## src/core/pew_pkg.sv

```systemverilog
// package: pin timing, counts and carriers for the parallel eeprom host controller
package pew_pkg;

    // clock figures
    localparam int CLK_PERIOD_NS      = 100;

    // pin timing, as printed
    localparam int STROBE_WIDTH_NS    = 150;
    localparam int READ_ACCESS_NS     = 300;
    localparam int BYTE_LOAD_MIN_US   = 3;
    localparam int BYTE_LOAD_MAX_US   = 20;
    localparam int PROGRAM_MAX_MS     = 10;
    localparam int POLL_GAP_US        = 10;

    // cycle counts; least times round up, longest times round down
    localparam int STROBE_CYC    = (STROBE_WIDTH_NS + CLK_PERIOD_NS - 1) / CLK_PERIOD_NS;
    localparam int ACCESS_CYC    = (READ_ACCESS_NS + CLK_PERIOD_NS - 1) / CLK_PERIOD_NS;
    localparam int LOAD_MIN_CYC  = (BYTE_LOAD_MIN_US * 1000 + CLK_PERIOD_NS - 1) / CLK_PERIOD_NS;
    localparam int LOAD_MAX_CYC  = (BYTE_LOAD_MAX_US * 1000) / CLK_PERIOD_NS;
    localparam int POLL_GAP_CYC  = (POLL_GAP_US * 1000 + CLK_PERIOD_NS - 1) / CLK_PERIOD_NS;
    localparam int PROGRAM_CYC   = (PROGRAM_MAX_MS * 1000000) / CLK_PERIOD_NS;

    // sizes
    localparam int ADDR_W        = 11;
    localparam int DATA_W        = 8;
    localparam int PAGE_LO_W     = 4;
    localparam int TIMER_W       = 17;
    localparam int PAGE_MAX      = 16;

    // pin levels after reset
    localparam logic STROBE_IDLE = 1'b1;

    // host command kinds
    typedef enum logic [1:0] {
        PEW_CMD_READ,
        PEW_CMD_WRITE,
        PEW_CMD_WRITE_LAST
    } pew_cmd_e;

    // one command from the user side
    typedef struct packed {
        pew_cmd_e            kind;
        logic [ADDR_W-1:0]   addr;
        logic [DATA_W-1:0]   data;
    } pew_req_s;

    // pins toward the memory
    typedef struct packed {
        logic                chip_select_n;
        logic                output_enable_n;
        logic                write_strobe_n;
        logic [ADDR_W-1:0]   address_lines;
    } pew_pins_s;

endpackage

```

## src/core/pew_host.sv

```systemverilog
// host controller that drives the parallel eeprom pins: reads, page writes, polling
`timescale 1ns/1ns

//////////////////////////////////////////////////////////////////////////////
module pew_host
(
    // clock and reset
    input  wire logic                          clk_sys,
    input  wire logic                          reset,
    // user command port
    input  wire logic                          req_valid,
    input  pew_pkg::pew_req_s                  req,
    output logic                               req_ready,
    output logic                               rsp_valid,
    output logic [pew_pkg::DATA_W-1:0]         rsp_data,
    output logic                               prog_busy,
    output logic                               page_error,
    // memory pins
    output pew_pkg::pew_pins_s                 pins,
    output logic [pew_pkg::DATA_W-1:0]         data_out,
    output logic                               data_oe_n,
    input  wire logic [pew_pkg::DATA_W-1:0]    data_in
);

    typedef enum logic [3:0] {
        ST_IDLE, ST_RD_ACCESS, ST_RD_DONE, ST_WR_SETUP, ST_WR_PULSE,
        ST_WR_HOLD, ST_PAGE_OPEN, ST_PROG_WAIT, ST_POLL_ACCESS, ST_POLL_GAP
    } pew_state_e;

    pew_state_e                       state;
    pew_state_e                       next_state;
    logic [7:0]                       phase;
    logic [pew_pkg::ADDR_W-1:0]       page_addr;
    logic [pew_pkg::DATA_W-1:0]       last_byte;
    logic [4:0]                       load_count;
    logic                             is_last_sent;
    logic                             poll_hit;
    logic                             load_running;
    logic                             load_expired;
    logic                             wdog_running;
    logic                             wdog_expired;
    logic                             gap_load;
    logic                             gap_running;

    //////////////////////////////////////////////////////////////////////////
    // decode
    wire is_read     = req.kind == pew_pkg::PEW_CMD_READ;
    wire is_last     = req.kind == pew_pkg::PEW_CMD_WRITE_LAST;
    wire same_page   = req.addr[pew_pkg::ADDR_W-1:pew_pkg::PAGE_LO_W]
                     == page_addr[pew_pkg::ADDR_W-1:pew_pkg::PAGE_LO_W];
    wire page_full   = load_count == 5'(pew_pkg::PAGE_MAX);
    wire phase_done_s = phase == 8'(pew_pkg::STROBE_CYC - 1);
    // one spare access cycle: data is sampled after the access time, not on its edge
    wire phase_done_a = phase == 8'(pew_pkg::ACCESS_CYC);
    wire poll_match  = data_in[7] == last_byte[7];
    wire accept      = req_valid && req_ready;
    wire start_write = accept && !is_read;
    wire fall_now    = state == ST_WR_SETUP;

    // earliest next falling strobe: byte load minimum counted in phase-free way
    logic [pew_pkg::TIMER_W-1:0] since_cnt;
    wire t_count_left_ok = since_cnt >= 17'(pew_pkg::LOAD_MIN_CYC);

    // byte load window; page is sealed this many cycles after the last fall
    pew_timer u_load_window
    (
        .clk_sys (clk_sys),
        .reset   (reset),
        .load    (fall_now),
        .count   (17'(pew_pkg::LOAD_MAX_CYC)),
        .running (load_running),
        .expired (load_expired)
    );

    // programming watchdog: stop polling after the longest program time
    pew_timer u_prog_wdog
    (
        .clk_sys (clk_sys),
        .reset   (reset),
        .load    (load_expired),
        .count   (17'(pew_pkg::PROGRAM_CYC)),
        .running (wdog_running),
        .expired (wdog_expired)
    );

    // spacing between polling reads
    assign gap_load = state == ST_POLL_ACCESS && phase_done_a;

    pew_timer u_poll_gap
    (
        .clk_sys (clk_sys),
        .reset   (reset),
        .load    (gap_load),
        .count   (17'(pew_pkg::POLL_GAP_CYC)),
        .running (gap_running),
        .expired ()
    );

    //////////////////////////////////////////////////////////////////////////
    // next state
    always_comb
    begin
        next_state = state;
        unique case (state)
            ST_IDLE:
                if (accept)
                    next_state = is_read ? ST_RD_ACCESS : ST_WR_SETUP;
            ST_RD_ACCESS:
                if (phase_done_a)
                    next_state = ST_RD_DONE;
            ST_RD_DONE:
                next_state = ST_IDLE;
            ST_WR_SETUP:
                next_state = ST_WR_PULSE;
            ST_WR_PULSE:
                if (phase_done_s)
                    next_state = ST_WR_HOLD;
            ST_WR_HOLD:
                next_state = ST_PAGE_OPEN;
            ST_PAGE_OPEN:
                if (load_expired)
                    next_state = ST_PROG_WAIT;
                else if (accept)
                    next_state = ST_WR_SETUP;
            ST_PROG_WAIT:
                if (!gap_running)
                    next_state = ST_POLL_ACCESS;
            ST_POLL_ACCESS:
                if (phase_done_a)
                    next_state = ST_POLL_GAP;
            ST_POLL_GAP:
                if (poll_hit || wdog_expired || !wdog_running)
                    next_state = ST_IDLE;
                else
                    next_state = ST_PROG_WAIT;
            default:
                next_state = ST_IDLE;
        endcase
    end

    // commands are taken in idle, or inside an open page while room and time allow
    // host keeps page bits
    assign req_ready = (state == ST_IDLE)
                    || (state == ST_PAGE_OPEN && !is_read && same_page && !page_full
                        && t_count_left_ok && load_running && !load_expired && !is_last_sent);

    //////////////////////////////////////////////////////////////////////////
    // sequencing registers
    always_ff @(posedge clk_sys or posedge reset)
    begin
        if (reset)
        begin
            state <= ST_IDLE;
            phase <= 8'h00;
        end
        else
        begin
            state <= next_state;
            phase <= (next_state == state) ? phase + 8'h01 : 8'h00;
        end
    end

    // time since the last falling strobe; starts saturated so a first strobe is never too close
    always_ff @(posedge clk_sys or posedge reset)
    begin
        if (reset)
            since_cnt <= 17'h1_FFFF;
        else if (fall_now)
            since_cnt <= '0;
        else if (since_cnt != 17'h1_FFFF)
            since_cnt <= since_cnt + 17'h0_0001;
    end

    // page bookkeeping
    // page length count
    always_ff @(posedge clk_sys or posedge reset)
    begin
        if (reset)
        begin
            page_addr    <= '0;
            last_byte    <= '0;
            load_count   <= 5'h00;
            is_last_sent <= 1'b0;
            page_error   <= 1'b0;
        end
        else if (start_write)
        begin
            page_addr    <= req.addr;
            last_byte    <= req.data;
            load_count   <= (state == ST_IDLE) ? 5'h01 : load_count + 5'h01;
            is_last_sent <= is_last;
            page_error   <= 1'b0;
        end
        else if (state == ST_PAGE_OPEN && req_valid && !is_read && !same_page)
            page_error   <= 1'b1;
        else if (state == ST_IDLE)
            is_last_sent <= 1'b0;
    end

    //////////////////////////////////////////////////////////////////////////
    // pin drive, all registered
    // strobe only with oe high
    always_ff @(posedge clk_sys or posedge reset)
    begin
        if (reset)
        begin
            pins.chip_select_n   <= pew_pkg::STROBE_IDLE;
            pins.output_enable_n <= pew_pkg::STROBE_IDLE;
            pins.write_strobe_n  <= pew_pkg::STROBE_IDLE;
            pins.address_lines   <= '0;
            data_out             <= '0;
            data_oe_n            <= 1'b1;
        end
        else
        begin
            pins.chip_select_n   <= !(next_state inside {ST_RD_ACCESS, ST_WR_SETUP,
                                    ST_WR_PULSE, ST_WR_HOLD, ST_POLL_ACCESS});
            pins.output_enable_n <= !(next_state inside {ST_RD_ACCESS, ST_POLL_ACCESS});
            pins.write_strobe_n  <= next_state != ST_WR_PULSE;
            if (accept)
                pins.address_lines <= req.addr;
            else if (next_state == ST_POLL_ACCESS)
                pins.address_lines <= page_addr;
            if (accept && !is_read)
                data_out <= req.data;
            data_oe_n <= !(next_state inside {ST_WR_SETUP, ST_WR_PULSE, ST_WR_HOLD});
        end
    end

    // answers and busy flag; data taken while select and enable are still low
    // poll on true bit 7
    always_ff @(posedge clk_sys or posedge reset)
    begin
        if (reset)
        begin
            rsp_valid <= 1'b0;
            rsp_data  <= '0;
            prog_busy <= 1'b0;
            poll_hit  <= 1'b0;
        end
        else
        begin
            rsp_valid <= state == ST_RD_DONE;
            if (state == ST_RD_ACCESS && phase_done_a)
                rsp_data <= data_in;
            if (state == ST_POLL_ACCESS && phase_done_a)
                poll_hit <= poll_match;
            prog_busy <= next_state inside {ST_PROG_WAIT, ST_POLL_ACCESS, ST_POLL_GAP};
        end
    end

    //////////////////////////////////////////////////////////////////////////
    // checks
    strobe_oe_excl_a: assert property (@(posedge clk_sys) disable iff (reset)
        !pins.write_strobe_n |-> pins.output_enable_n && !pins.chip_select_n)
        else $error("write strobe with output enable low");
    strobe_width_a: assert property (@(posedge clk_sys) disable iff (reset)
        $fell(pins.write_strobe_n) |-> !pins.write_strobe_n [*2])
        else $error("write strobe too short");
    // the counter before the fall holds the gap to the previous fall, less one
    load_spacing_a: assert property (@(posedge clk_sys) disable iff (reset)
        $fell(pins.write_strobe_n) |-> $past(since_cnt) >= 17'(pew_pkg::LOAD_MIN_CYC - 1))
        else $error("byte loads too close");
    page_bits_a: assert property (@(posedge clk_sys) disable iff (reset)
        (state == ST_PAGE_OPEN && accept) |-> same_page)
        else $error("page address changed");
    read_float_a: assert property (@(posedge clk_sys) disable iff (reset)
        !pins.output_enable_n |-> data_oe_n)
        else $error("host drives bus during read");
    page_limit_a: assert property (@(posedge clk_sys) disable iff (reset)
        load_count <= 5'(pew_pkg::PAGE_MAX))
        else $error("page too long");
    page_close_a: assert property (@(posedge clk_sys) disable iff (reset)
        (state == ST_PAGE_OPEN && load_expired) |=> prog_busy)
        else $error("page did not close");
    prog_no_write_a: assert property (@(posedge clk_sys) disable iff (reset)
        prog_busy |-> pins.write_strobe_n && !req_ready)
        else $error("write while programming");

endmodule

```

## src/core/pew_timer.sv

```systemverilog
// down counter with a one-cycle expiry flag
`timescale 1ns/1ns

module pew_timer
(
    // clock and reset
    input  wire logic                          clk_sys,
    input  wire logic                          reset,
    // control
    input  wire logic                          load,
    input  wire logic [pew_pkg::TIMER_W-1:0]   count,
    // status
    output logic                               running,
    output logic                               expired
);

    logic [pew_pkg::TIMER_W-1:0] remain;
    wire                         last_tick = running && (remain == 17'h0_0001);

    // load wins over expiry so a reload never loses a window
    always_ff @(posedge clk_sys or posedge reset)
    begin
        if (reset)
            remain <= '0;
        else if (load)
            remain <= count;
        else if (running)
            remain <= remain - 17'h0_0001;
    end

    assign running = (remain != '0);
    assign expired = last_tick && !load;

endmodule

```

## config.mk

```make
export PLATFORM = sky130hd
export DESIGN_NAME = pew_host
export DESIGN_NICKNAME = d
export VERILOG_FILES = /design/src/core/pew_pkg.sv /design/src/core/pew_host.sv /design/src/core/pew_timer.sv
export SDC_FILE = /design/constraint.sdc
export NUM_CORES = 1
export LEC_CHECK = 0
export ABC_CLOCK_PERIOD_IN_PS = 4900
export BUFFER_PORTS_ARGS = -buffer_cell sky130_fd_sc_hd__clkbuf_2
export CELL_PAD_IN_SITES_DETAIL_PLACEMENT = 1
export CELL_PAD_IN_SITES_GLOBAL_PLACEMENT = 1
export CORE_MARGIN = 5
export CORE_UTILIZATION = 46
export DETAILED_ROUTE_END_ITERATION = 12
export PLACE_DENSITY = 0.88
export SYNTH_ARGS = -nofsm -noshare
export SYNTH_HDL_FRONTEND = slang
export SYNTH_SLANG_ARGS = --single-unit
```

## constraint.sdc

```tcl
create_clock -name clk_sys -period 4.9 [get_ports clk_sys]
set_clock_uncertainty 0.05 [all_clocks]
set_input_delay 0.98 -clock clk_sys [delete_from_list [all_inputs] [get_ports clk_sys]]
set_output_delay 0.98 -clock clk_sys [all_outputs]
set_load 0.01 [all_outputs]
```

# --- Word level (Yosys, flattened, before mapping) ---
# Index checks and enable logic that the tools add are counted.
totals:
  out_inout_bits: 35
  reg_bits: 132
  input_bits: 32
  wordCells: 130
classes:
  n_addsub: 6
  n_lt_le_gt_ge: 1
  n_eq_ne: 28
  n_reduce_logical: 48
  muxes: 27
ops:
  columns: ["op", "n"]
  rows:
  - ["2-to-1 mux 17 bit", 8]
  - ["nonzero test 17 bit", 3]
  - ["subtractor 17 x 1 -> 17 bit (second input constant)", 3]
  - ["one-hot mux 4 bit (9 select lines)", 1]
  - ["equality test 17 x 1 -> 1 bit (second input constant)", 2]
  - ["equality test 4 x 3 -> 1 bit (second input constant)", 7]
  - ["2-to-1 mux 4 bit", 7]
  - ["2-to-1 mux 11 bit", 2]
  - ["logical AND 1 bit", 18]
  - ["adder 17 x 1 -> 17 bit (second input constant)", 1]
  - [">= comparator 17 x 5 -> 1 bit (second input constant)", 1]
  - ["inequality test 17 bit (second input constant)", 1]
  - ["equality test 4 bit (second input constant)", 4]
  - ["nonzero test 2 bit", 8]
  - ["equality test 4 x 2 -> 1 bit (second input constant)", 3]
  - ["zero test 1 bit", 10]
  - ["adder 8 x 1 -> 8 bit (second input constant)", 1]
  - ["equality test 4 x 1 -> 1 bit (second input constant)", 2]
  - ["equality test 8 x 1 -> 1 bit (second input constant)", 1]
  - ["equality test 8 x 2 -> 1 bit (second input constant)", 1]
  - ["2-to-1 mux 8 bit", 1]
  - ["equality test 7 bit", 1]
  - ["nonzero test 3 bit", 2]
  - ["adder 5 x 1 -> 5 bit (second input constant)", 1]
  - ["15 further kinds", 21]

# --- Logic depth before layout (Yosys ltp) ---
# Gate-level depths: netlist of run 1.
logic_depth:
  depth_word: 17
  mapped_depth: 12
  ltp_nobuf: 11

# --- Hierarchy ---
# A second synthesis of run 1 with hierarchy kept.
hier_totals:
  cells_unflattened: 721
  hier_area_um2: 7437.1
by_module_without_submodules:
  columns: ["module", "area_each_um2", "instances", "cells_per_inst", "seq_area_each_um2"]
  rows:
  - ["pew_host", 4025.1, 1, 364, 2053.2]
  - ["pew_timer", 1137.3, 3, 119, 425.4]

# --- Worst setup path before layout of run 1 ---
# OpenSTA, ideal clock, no wires.
synth_timing:
  path_kind: "register -> output"
  from: "register u_load_window.remain[4] in the netlist's numbering"
  to: "output req_ready"
  stages_incl_launch_ff: 6
  path_buffers: 1
  arrival_ps: 1804
  path_slack_ps: 2066
  path_cell_list: "dfrtp_1 -> nor4_4 -> nand4_2 -> or4_1 -> buf_2 -> a31o_2"
synth_via:
  elab_chain_len: 7
  word_cells_on_any_way: 9
  classes_between: "1 x eq/ne; 8 x reduce/logical"
synth_rtl:
  columns: ["item", "line", "source"]
  rows:
  - ["start: declaration", "pew_timer.sv:17", "logic [pew_pkg::TIMER_W-1:0] remain;"]
  - ["start signal: assignment", "pew_timer.sv:26", "remain <= count;"]
  - ["start signal: assignment", "pew_timer.sv:28", "remain <= remain - 17'h0_0001;"]
  - ["equality test 17 x 1 -> 1 bit or nonzero test 17 bit (tied branches)", "pew_timer.sv:18, pew_timer.sv:31", null]
  - ["logical AND 1 bit", "pew_timer.sv:18", "wire last_tick = running && (remain == 17'h0_0001);"]
  - ["logical AND 1 bit", "pew_timer.sv:32", "assign expired = last_tick && !load;"]
  - ["zero test 1 bit", "pew_host.sv:145", "&& t_count_left_ok && load_running && !load_expired && !is_last_sent);"]
  - ["logical AND 1 bit (*) (2 in series)", "pew_host.sv:145", null]
  - ["logical OR 1 bit (*)", "pew_host.sv:144", "|| (state == ST_PAGE_OPEN && !is_read && same_page && !page_full"]
  - ["end: declaration", "pew_host.sv:13", "output logic req_ready,"]
# Mark *: on every way between the ends. The rest lies on a longest branch, timed or not.

# --- Worst setup path in the final report of run 1 ---
layout_timing:
  from: "register state[2]"
  to: "output req_ready"
layout_via:
  elab_chain_len: 9
  word_cells_on_any_way: 14
  classes_between: "2 x eq/ne; 12 x reduce/logical"
layout_rtl:
  columns: ["item", "line", "source"]
  rows:
  - ["start: declaration", "pew_host.sv:30", "pew_state_e state;"]
  - ["start signal: assignment", "pew_host.sv:158", "state <= next_state;"]
  - ["equality test 4 x 3 -> 1 bit", "pew_host.sv:144", null]
  - ["logical AND 1 bit (3 in series)", "pew_host.sv:144", null]
  - ["logical AND 1 bit (4 in series)", "pew_host.sv:145", null]
  - ["logical OR 1 bit (*)", "pew_host.sv:144", null]
# Marks and branches as above.

==> flow_summary.json, run 1 <==
{
  "num_rows": 43,
  "dp.cells": 904,
  "synthArstFlopShare_pct": 100,
  "overflow": 0,
  "drv_slew": 0,
  "yosys_warnings": 0,
  "cts_root_buf": "clkbuf_16",
  "wl_mm": 17.6,
  "synth_edf_count": 0,
  "setup_tns_ps": 0,
  "die_x_um": 130,
  "place_area_um2": 7100,
  "r2r_cells": 9,
  "start_util_pct": 47.2,
  "vdd_drop_max_uv": 338,
  "synth_top_family_by_area": "simple AND/OR/NAND/NOR gates",
  "netlist_area_um2": 6610,
  "period_needed_ps": 3930,
  "required_ps": 3870,
  "vias": 5337,
  "ys_types": 64,
  "final_antenna_net_count": 0,
  "synth_fa_ha_area_share_pct": 2.46,
  "synthMuxAreaShare_pct": 1.68,
  "whs_ps": 441,
  "setup_ws_ps": 965,
  "hold_path_end": "data_out[4]$_DFFE_PP0P_",
  "vias_per_cell": 5.70,
  "antenna_found_initial": 0,
  "core_area_um2": 14000,
  "synth_seq_cells": 132,
  "hold_class": "register to register",
  "timing.rr.end": "pins[8]$_DFFE_PP0P_",
  "grt_pass1_vias": 5896,
  "cp_slowest_cell": "or4_1",
  "cts_sinks": 132,
  "timing.max_slew.rel_slack_pct": 36.6,
  "arrival_ps": 2900,
  "wl_per_cell_um": 18.8,
  "timing.final.crit_share_pct": 80.3,
  "final_cells": 936,
  "synthSimpleGateAreaFrac_pct": 25.0,
  "n_antenna_cell": 0,
  "crit_type": "register to primary output",
  "gr-usage-all-layers_pct": 22.1,
  "place.port_buffers": 66,
  "drive_above_1_share_pct": 21.6,
  "ctsHtreeMaxLevel": 4,
  "cp_max_fo": 33,
  "io_pins": 67,
  "grt_max_degree": 73,
  "cts_setup_buffers": 0,
  "cts.repair.resized": 0,
  "pre_cts_ws_ps": 1490,
  "die_height_um": 130,
  "power.leakage_nw": 3.51,
  "syn_avg_cell_area_um2": 9.76,
  "worst_slew_pin_slew_ps": 948,
  "synth_compound_area_share_pct": 7.35,
  "cts_buffers": 17,
  "status": "completed",
  "r2r_start": "u_prog_wdog.remain[11]$_DFFE_PP0P_",
  "nets": 788,
  "syn_nets": 722,
  "drc": 0,
  "cts_hold_buf": 0,
  "met1_length_mm": 7.43,
  "die-area_um2": 16900,
  "p_total_mw": 4.58,
  "cts_tree": "yes",
  "endpoint_kind": "primary output",
  "firstDrtPassIters": 4,
  "fin_area_um2": 7680,
  "ys.flop_type": "dfrtp_1",
  "syn_inst": 677,
  "grt_pass1_wl_mm": 29.5,
  "max_freq_mhz": 254,
  "synthXorXnorAreaFrac_pct": 8.90,
  "setup_viol": 0,
  "layout-area-overhead-vs-synth_pct": 16.2,
  "reg2reg_slack_ps": 1400,
  "final_core_util_pct": 54.9,
  "pwr_density_cell_nw_per_um2": 596,
  "critPathMaxStageDelay_ps": 730,
  "n_fill_cell": 1600,
  "seq_area_frac_synth_pct": 50.4,
  "clk_latency_ps": 430,
  "worstPathCellList": "nor2_1, and3_1, buf_4, or4_1, a31o_2, clkbuf_2",
  "gp_congestion": 0.884,
  "cap_violations": 0,
  "critPathLaunchType": "register",
  "clk_path_buf_depth": 2,
  "routed.top_layer": "met4",
  "hp-start": "data_out[4]$_DFFE_PP0P_",
  "wl_met3_um": 569,
  "rsz0062_at_grt": "false",
  "drt_iter0_markers": 257,
  "hpwl_mm": 11.6,
  "hold_depth": 2,
  "wl_met2_mm": 9.12,
  "hold_viol_final": 0,
  "clk_pin_slew_ps": 60
}
==> cell families (layout without fill, tap and decap cells) <==
family | count (synthesis) | after routing
DFF | 132 | 132
adders and majority gates | 13 | 13
muxes | 10 | 10
buffers and inverters | 66 | 145
and+or+nand+nor | 315 | 315
xor gates and xnor gates | 65 | 65
AOI/OAI and AO/OA | 76 | 76
==> cell usage after synthesis (3+ instances only) <==
cell type / instances / share of area (%)
dfstp_2: 21 / 8.3
or3_1: 12 / 1.1
nor4_2: 3 / 0.57
dfrtp_1: 111 / 42
or4_1: 4 / 0.45
xor2_1: 30 / 4.0
ha_1: 13 / 2.5
nor4_1: 15 / 1.4
o221ai_1: 11 / 1.5
nor2b_1: 4 / 0.38
nor2_1: 76 / 4.3
inv_1: 42 / 2.4
xnor2_1: 34 / 4.5
nand2b_1: 10 / 0.95
a21oi_1: 15 / 1.1
clkbuf_1: 10 / 0.57
and3_1: 6 / 0.57
or4_4: 3 / 0.51
mux2_2: 9 / 1.5
buf_2: 9 / 0.68
o21ai_1: 3 / 0.23
o21ai_0: 29 / 2.2
a211oi_1: 3 / 0.34
nor3b_1: 3 / 0.34
nand4_1: 16 / 1.5
nor3_2: 8 / 1.2
nand3_1: 21 / 1.6
nor3_1: 19 / 1.4
or2_2: 3 / 0.28
nand2_1: 93 / 5.3
==> area by class of cell <==
class / instances / area [um2] / area share, %
Clock buffer: 19 / 443 / 5.77
Clock inverter: 13 / 133 / 1.73
Inverter: 42 / 160 / 2.09
Multi-Input combinational cell: 479 / 3010 / 39.2
Sequential cell: 132 / 3330 / 43.4
Tap cell: 180 / 225 / 2.93
Timing Repair Buffer: 71 / 380 / 4.95
==> layout by cell type (no fill, tap or decap), types with 4 or more instances in the layout <==
cell type / count
clkbuf_16: 17
nor2b_1: 4
o221ai_1: 11
dfstp_2: 21
or3_1: 12
nor4_2: 4
xnor2_1: 34
mux2_2: 9
nand2b_1: 10
nor2_1: 76
dfrtp_1: 111
clkinvlp_4: 4
buf_4: 4
nor3_2: 8
clkbuf_2: 66
xor2_1: 30
nand2_1: 93
ha_1: 13
and3_1: 6
nor3_1: 19
inv_1: 41
nand3_1: 21
nand4_1: 16
nor4_1: 14
or4_1: 4
a21oi_1: 15
o21ai_0: 29
clkinv_2: 5
==> routing by layer <==
layer  up-vias  GRT usage [%]
met5         -              0
met4         0           8.74
met3        38           5.16
met2       105           38.3
met1      2748           26.6
li1       2446              -
==> critical path: cells and delay by family (launching register included) <==
family | cells | cell delay (ps)
and+or+nand+nor | 3 | 1130
AOI/OAI and AO/OA | 1 | 360
buffers and inverters | 2 | 380
DFF | 1 | 590
==> worst max-delay path by stage <==
stage,from,end,slack (ps),cells past startpoint
3_5_place_dp,state[0]$_DFF_PP0_,pins[8]$_DFFE_PP0P_,1490,9
4_1_cts,state[2]$_DFF_PP0_,req_ready,990,6
6_report,state[2]$_DFF_PP0_,req_ready,970,6
2_1_floorplan,reset,data_out[0]$_DFFE_PP0P_,380,1
3_3_place_gp,state[2]$_DFF_PP0_,req_ready,1520,6
5_1_grt,state[2]$_DFF_PP0_,req_ready,860,6
==> registers in the layout, indices dropped and copies added (netlist names), 8 cells and up <==
| signal | flops |
|---|---|
| u_prog_wdog.remain | 17 |
| page_addr | 11 |
| u_poll_gap.remain | 17 |
| phase | 8 |
| rsp_data | 8 |
| data_out | 8 |
| u_load_window.remain | 17 |
| pins | 14 |
| since_cnt | 17 |
==> power by group <==
part / switching, mW / leakage, nW / internal, mW
Sequential: 0.367 / 1.64 / 1.48
Clock: 0.502 / 0.275 / 0.759
Combinational: 0.885 / 1.59 / 0.586
Total: 1.75 / 3.51 / 2.82
Power figures use the tool's default switching activity.
==> run 2, diff against run 1 <==
Settings changed: ABC_AREA from default to 1, ABC_CLOCK_PERIOD_IN_PS 4900 to 3600, CORE_UTILIZATION 46 to 40, PLACE_DENSITY 0.88 to 0.84.
Clock period 4.9 ns to 3.6 ns, I/O delays scaled along.
==> flow_summary.json, run 2 <==
{
  "status": "completed",
  "gr-usage-all-layers_pct": 19.3,
  "cts_buffers": 17,
  "final_common_cell": "nand2_1",
  "setup_tns_ps": 0,
  "syn_inst": 893,
  "core_area_um2": 17200,
  "start_util_pct": 40.7,
  "drv_slew": 0,
  "max_freq_mhz": 335,
  "hold_viol_final": 0,
  "seq_area_frac_synth_pct": 47.5,
  "grt_pass1_wl_mm": 31.6,
  "yosys-top-cells-count": "nand2_1, inv_1, dfrtp_1",
  "place.port_buffers": 66,
  "dp.cells": 1176,
  "period_needed_ps": 2990,
  "ys_types": 43,
  "yosys.area.top_type": "dfrtp_1",
  "ys.flop_type": "dfrtp_1",
  "place_area_um2": 7590,
  "n_fill_cell": 2124,
  "cts_sinks": 132,
  "worst_slew_pin_slew_ps": 735,
  "die-area_um2": 20300,
  "n_antenna_cell": 0,
  "cts_root_buf": "clkbuf_16",
  "antenna_found_initial": 0,
  "timing.max_slew.rel_slack_pct": 51.0,
  "cap_violations": 0,
  "vias_per_cell": 5.06,
  "rsz0062_at_grt": "false",
  "synth_edf_count": 0,
  "synthArstFlopShare_pct": 100,
  "final_cells": 1207,
  "arrival_ps": 3300,
  "io_pins": 67,
  "netlist_area_um2": 7010,
  "nets": 1015,
  "required_ps": 3910,
  "pre_cts_ws_ps": 565,
  "syn_nets": 938,
  "cp_max_fo": 39,
  "power.leakage_nw": 4.22,
  "drt_iter0_markers": 248,
  "cts_tree": "yes",
  "pwr_density_cell_nw_per_um2": 807,
  "hpwl_mm": 12.7,
  "grt_max_degree": 133,
  "fin_area_um2": 8220,
  "die_x_um": 142,
  "final_antenna_net_count": 0,
  "wl_mm": 18.5,
  "clk_latency_ps": 430,
  "drive_above_1_share_pct": 18.1,
  "grt_pass1_vias": 6441,
  "cts_hold_buf": 0,
  "clk_pin_slew_ps": 60,
  "setup_ws_ps": 615,
  "synth_top_area_share_pct": 39.6,
  "critPathLaunchType": "register",
  "yosysMostFrequentCell": "nand2_1",
  "syn_avg_cell_area_um2": 7.85,
  "synth_seq_cells": 132,
  "layout-area-overhead-vs-synth_pct": 17.3,
  "timing.final.crit_share_pct": 82.9,
  "num_rows": 48,
  "yosys_warnings": 0,
  "firstDrtPassIters": 4,
  "gp_congestion": 0.840,
  "drc": 0,
  "cts_setup_buffers": 0,
  "crit_type": "register to register",
  "overflow": 0,
  "wl_per_cell_um": 15.3,
  "vdd_drop_max_uv": 475,
  "hold_class": "primary input to async pin",
  "cts.repair.resized": 0,
  "most-common-layout-cells": "nand2_1, inv_1, dfrtp_1, nor2_1, o21ai_0",
  "setup_viol": 0,
  "synth_area_leaders": "dfrtp_1, nand2_1, dfstp_2",
  "vias": 6108,
  "ctsHtreeMaxLevel": 4,
  "endpoint_kind": "register",
  "die_height_um": 142,
  "clk_path_buf_depth": 2,
  "final_core_util_pct": 47.7
}
run 2: cell count changes in the layout (fill, tap and decap cells not counted), moves of 11 or more:
cell / change
nand2_1: +113
nand2_2: +11
xor2_1: -19
nor2_1: +25
o21ai_0: +38
inv_1: +79
o221ai_1: -11
nand3_1: +32
nor3_1: +11
xnor2_1: -29
nor2_2: +13
a21oi_1: +25
or3_1: -12
run 2: worst max-delay path: stages, from the launching register on:
cell,delay (ps)
dfrtp_1,360
inv_1,140
ha_1,190
nand2_1,70
nor2_2,190
nand3_4,120
nor2_8,200
nor2_2,60
nand2_1,80
nand2_2,70
nand2_4,330
nand2_1,140
nand2_2,140
nand2_2,90
inv_2,100
nand3_4,160
nand2_2,240
nand2_1,100
nand2_1,70
run 2: stage by stage:
step	total power, mW	hold WS (ps)
6_report	6.63	390
5_1_grt	7.13	424
4_1_cts	6.72	415
3_5_place_dp	4.75	419
3_3_place_gp	4.64	411
2_1_floorplan	4.06	399
run 2: final cells by class:
type | instances | area (um2) | area share, %
flip-flops and latches | 132 | 3330 | 40.5
clock inverters | 12 | 179 | 2.18
well taps | 225 | 282 | 3.43
multi-input cells | 615 | 3100 | 37.7
repair buffers | 72 | 388 | 4.72
inverters | 132 | 499 | 6.08
clock buffers | 19 | 443 | 5.39
run 2: path summary, 6_finish.rpt:
check / end / slack, ps / depth (start not counted) / start
worst max-delay path: pins[3]$_DFFE_PP0P_ / 610 / 18 / u_load_window.remain[1]$_DFFE_PP0P_
worst min-delay path: u_poll_gap.remain[14]$_DFFE_PP0P_ / 390 / 3 / reset
worst max register to register: pins[3]$_DFFE_PP0P_ / 610 / 18 / u_load_window.remain[1]$_DFFE_PP0P_
worst min register to register: rsp_data[0]$_DFFE_PP0P_ / 430 / 2 / rsp_data[0]$_DFFE_PP0P_
max in group asynchronous: u_load_window.remain[11]$_DFFE_PP0P_ / 2520 / 3 / reset
min in group clk_sys: rsp_data[0]$_DFFE_PP0P_ / 430 / 2 / rsp_data[0]$_DFFE_PP0P_
run 2: metal layers:
layer	vias up	part of all wire (%)	GRT usage, %
met4	0	1.1	5.50
li1	3003	-	-
met3	16	4.2	5.38
met1	2986	45	24.0
met5	-	0	0
met2	103	50	33.1
run 2: cell families after synthesis:
logic type / share of synthesized area (%)
AND/OR/NAND/NOR: 29.9
buffers and inverters: 8.30
adder cells (fa/ha/maj): 2.32
AO/OA/AOI/OAI: 9.91
XOR/XNOR: 2.00
flip-flops: 47.5
run 2: report_power, final:
group / total [mW] / leakage, nW / switching, mW / internal (mW)
logic: 2.33 / 2.31 / 1.53 / 0.803
clock network: 1.86 / 0.308 / 0.683 / 1.18
registers: 2.44 / 1.61 / 0.428 / 2.02
total: 6.63 / 4.22 / 2.64 / 3.99
==> run 3, diff against run 2 <==
Settings changed: ABC_CLOCK_PERIOD_IN_PS 3600 to 2900, CORE_UTILIZATION 40 to 44, PLACE_DENSITY 0.84 to 0.88.
Clock period 3.6 ns to 2.9 ns, I/O delays scaled along.
==> flow_summary.json, run 3 (synthesized netlist as in run 2, its figures left out) <==
{
  "status": "completed",
  "timing.final.crit_share_pct": 97.0,
  "vias_per_cell": 5.21,
  "hold_class": "primary input to async pin",
  "layout-area-overhead-vs-synth_pct": 18.4,
  "core_area_um2": 15800,
  "die_height_um": 136,
  "hold_viol_final": 0,
  "drc": 0,
  "firstDrtPassIters": 5,
  "worst_slew_pin_slew_ps": 557,
  "critPathLaunchType": "register",
  "r2r_start": "u_poll_gap.remain[0]$_DFFE_PP0P_",
  "final_cells": 1209,
  "drv_slew": 0,
  "clk_latency_ps": 430,
  "final_common_cell": "nand2_1",
  "crit_type": "register to register",
  "die-area_um2": 18500,
  "timing.rr.end": "pins[6]$_DFFE_PP0P_",
  "overflow": 0,
  "vias": 6299,
  "n_antenna_cell": 0,
  "setup_viol": 0,
  "gp_congestion": 0.833,
  "clk_path_buf_depth": 2,
  "final_antenna_net_count": 0,
  "nets": 1026,
  "hpwl_mm": 13.3,
  "cap_violations": 0,
  "gr-usage-all-layers_pct": 22.3,
  "reg2reg_slack_ps": 90,
  "cts_sinks": 132,
  "fin_area_um2": 8290,
  "grt_max_degree": 78,
  "antenna_found_initial": 0,
  "num_rows": 46,
  "clk_pin_slew_ps": 60,
  "arrival_ps": 3130,
  "grt_pass1_wl_mm": 32.9,
  "timing.max_slew.rel_slack_pct": 62.6,
  "endpoint_kind": "register",
  "place_area_um2": 7650,
  "cts_tree": "yes",
  "vdd_drop_max_uv": 504,
  "grt_pass1_vias": 6740,
  "dp.cells": 1175,
  "power.leakage_nw": 4.25,
  "place.port_buffers": 66,
  "cp_max_fo": 14,
  "max_freq_mhz": 355,
  "drive_above_1_share_pct": 19.3,
  "io_pins": 67,
  "cts_buffers": 17,
  "period_needed_ps": 2810,
  "wl_per_cell_um": 16.4,
  "drt_iter0_markers": 361,
  "start_util_pct": 44.4,
  "most-common-layout-cells": "nand2_1, inv_1, dfrtp_1, nor2_1, o21ai_0",
  "ctsHtreeMaxLevel": 4,
  "whs_ps": 190,
  "required_ps": 3220,
  "r2r_cells": 14,
  "cts_root_buf": "clkbuf_16",
  "die_x_um": 136,
  "wl_mm": 19.9,
  "pwr_density_cell_nw_per_um2": 990
}
[run 3: metal layers]
layer | GRT usage, % | vias to the layer above | part of all wire, %
li1 | - | 3025 | -
met1 | 26.4 | 3125 | 42
met2 | 39.6 | 119 | 53
met3 | 4.96 | 30 | 3.7
met4 | 7.95 | 0 | 2.0
met5 | 0 | - | 0
[run 3: worst max-delay path by stage]
stage | end | cells past startpoint | slack (ps) | from
floorplan | since_cnt[15]$_DFFE_PP1P_ | 12 | 540 | since_cnt[1]$_DFFE_PP1P_
global placement | pins[5]$_DFFE_PP0P_ | 14 | 390 | u_poll_gap.remain[0]$_DFFE_PP0P_
global route | pins[6]$_DFFE_PP0P_ | 14 | -120 | u_poll_gap.remain[0]$_DFFE_PP0P_
CTS | pins[6]$_DFFE_PP0P_ | 14 | 30 | u_poll_gap.remain[0]$_DFFE_PP0P_
finish | pins[6]$_DFFE_PP0P_ | 14 | 90 | u_poll_gap.remain[0]$_DFFE_PP0P_
detailed placement | pins[3]$_DFFE_PP0P_ | 14 | 150 | u_poll_gap.remain[0]$_DFFE_PP0P_
[run 3: worst max-delay path, stage by stage, from the launching register on]
cell     delay [ps]
dfrtp_1         390
inv_1           180
ha_1            250
nand4_1         210
nor2_2          200
nand4_1         340
a21oi_2         270
nand3_1         100
inv_2            70
nand2_2          70
inv_2           100
nand3_4         170
nand2_4         180
nand2_1          90
nand2_1          80
[run 3: cell type report]
cell class	instances	area, um2
Sequential cell	132	3330
Multi-Input combinational cell	615	3110
Clock inverter	12	155
Clock buffer	19	443
Tap cell	216	270
Inverter	132	499
Fill cell	2005	7480
Timing Repair Buffer	83	483
[run 3: metrics by stage]
step	power (mW)	setup WS, ps	util, %	TNS [ps]
3_3_place_gp	5.77	393	48.5	0
4_1_cts	8.28	31.8	52.3	0
5_1_grt	8.79	-117	52.6	-1020
2_1_floorplan	5.04	543	-	0
3_5_place_dp	5.95	150	48.5	0
6_report	8.21	86.9	52.6	0
[run 3: power by group]
part           internal (mW)  total, mW  leakage [nW]  switching [mW]
combinational           1.02       2.95          2.37            1.92
clock                   1.37       2.21         0.277           0.845
sequential              2.50       3.05          1.61           0.548
total                   4.90       8.21          4.25            3.31
[run 3: what timing repair did]
item | in CTS | in global routing
hold buffers | 0 | 0
setup endpoints to repair | 0 | 20
gates resized for setup | 0 | 4
buffers inserted | 0 | 3
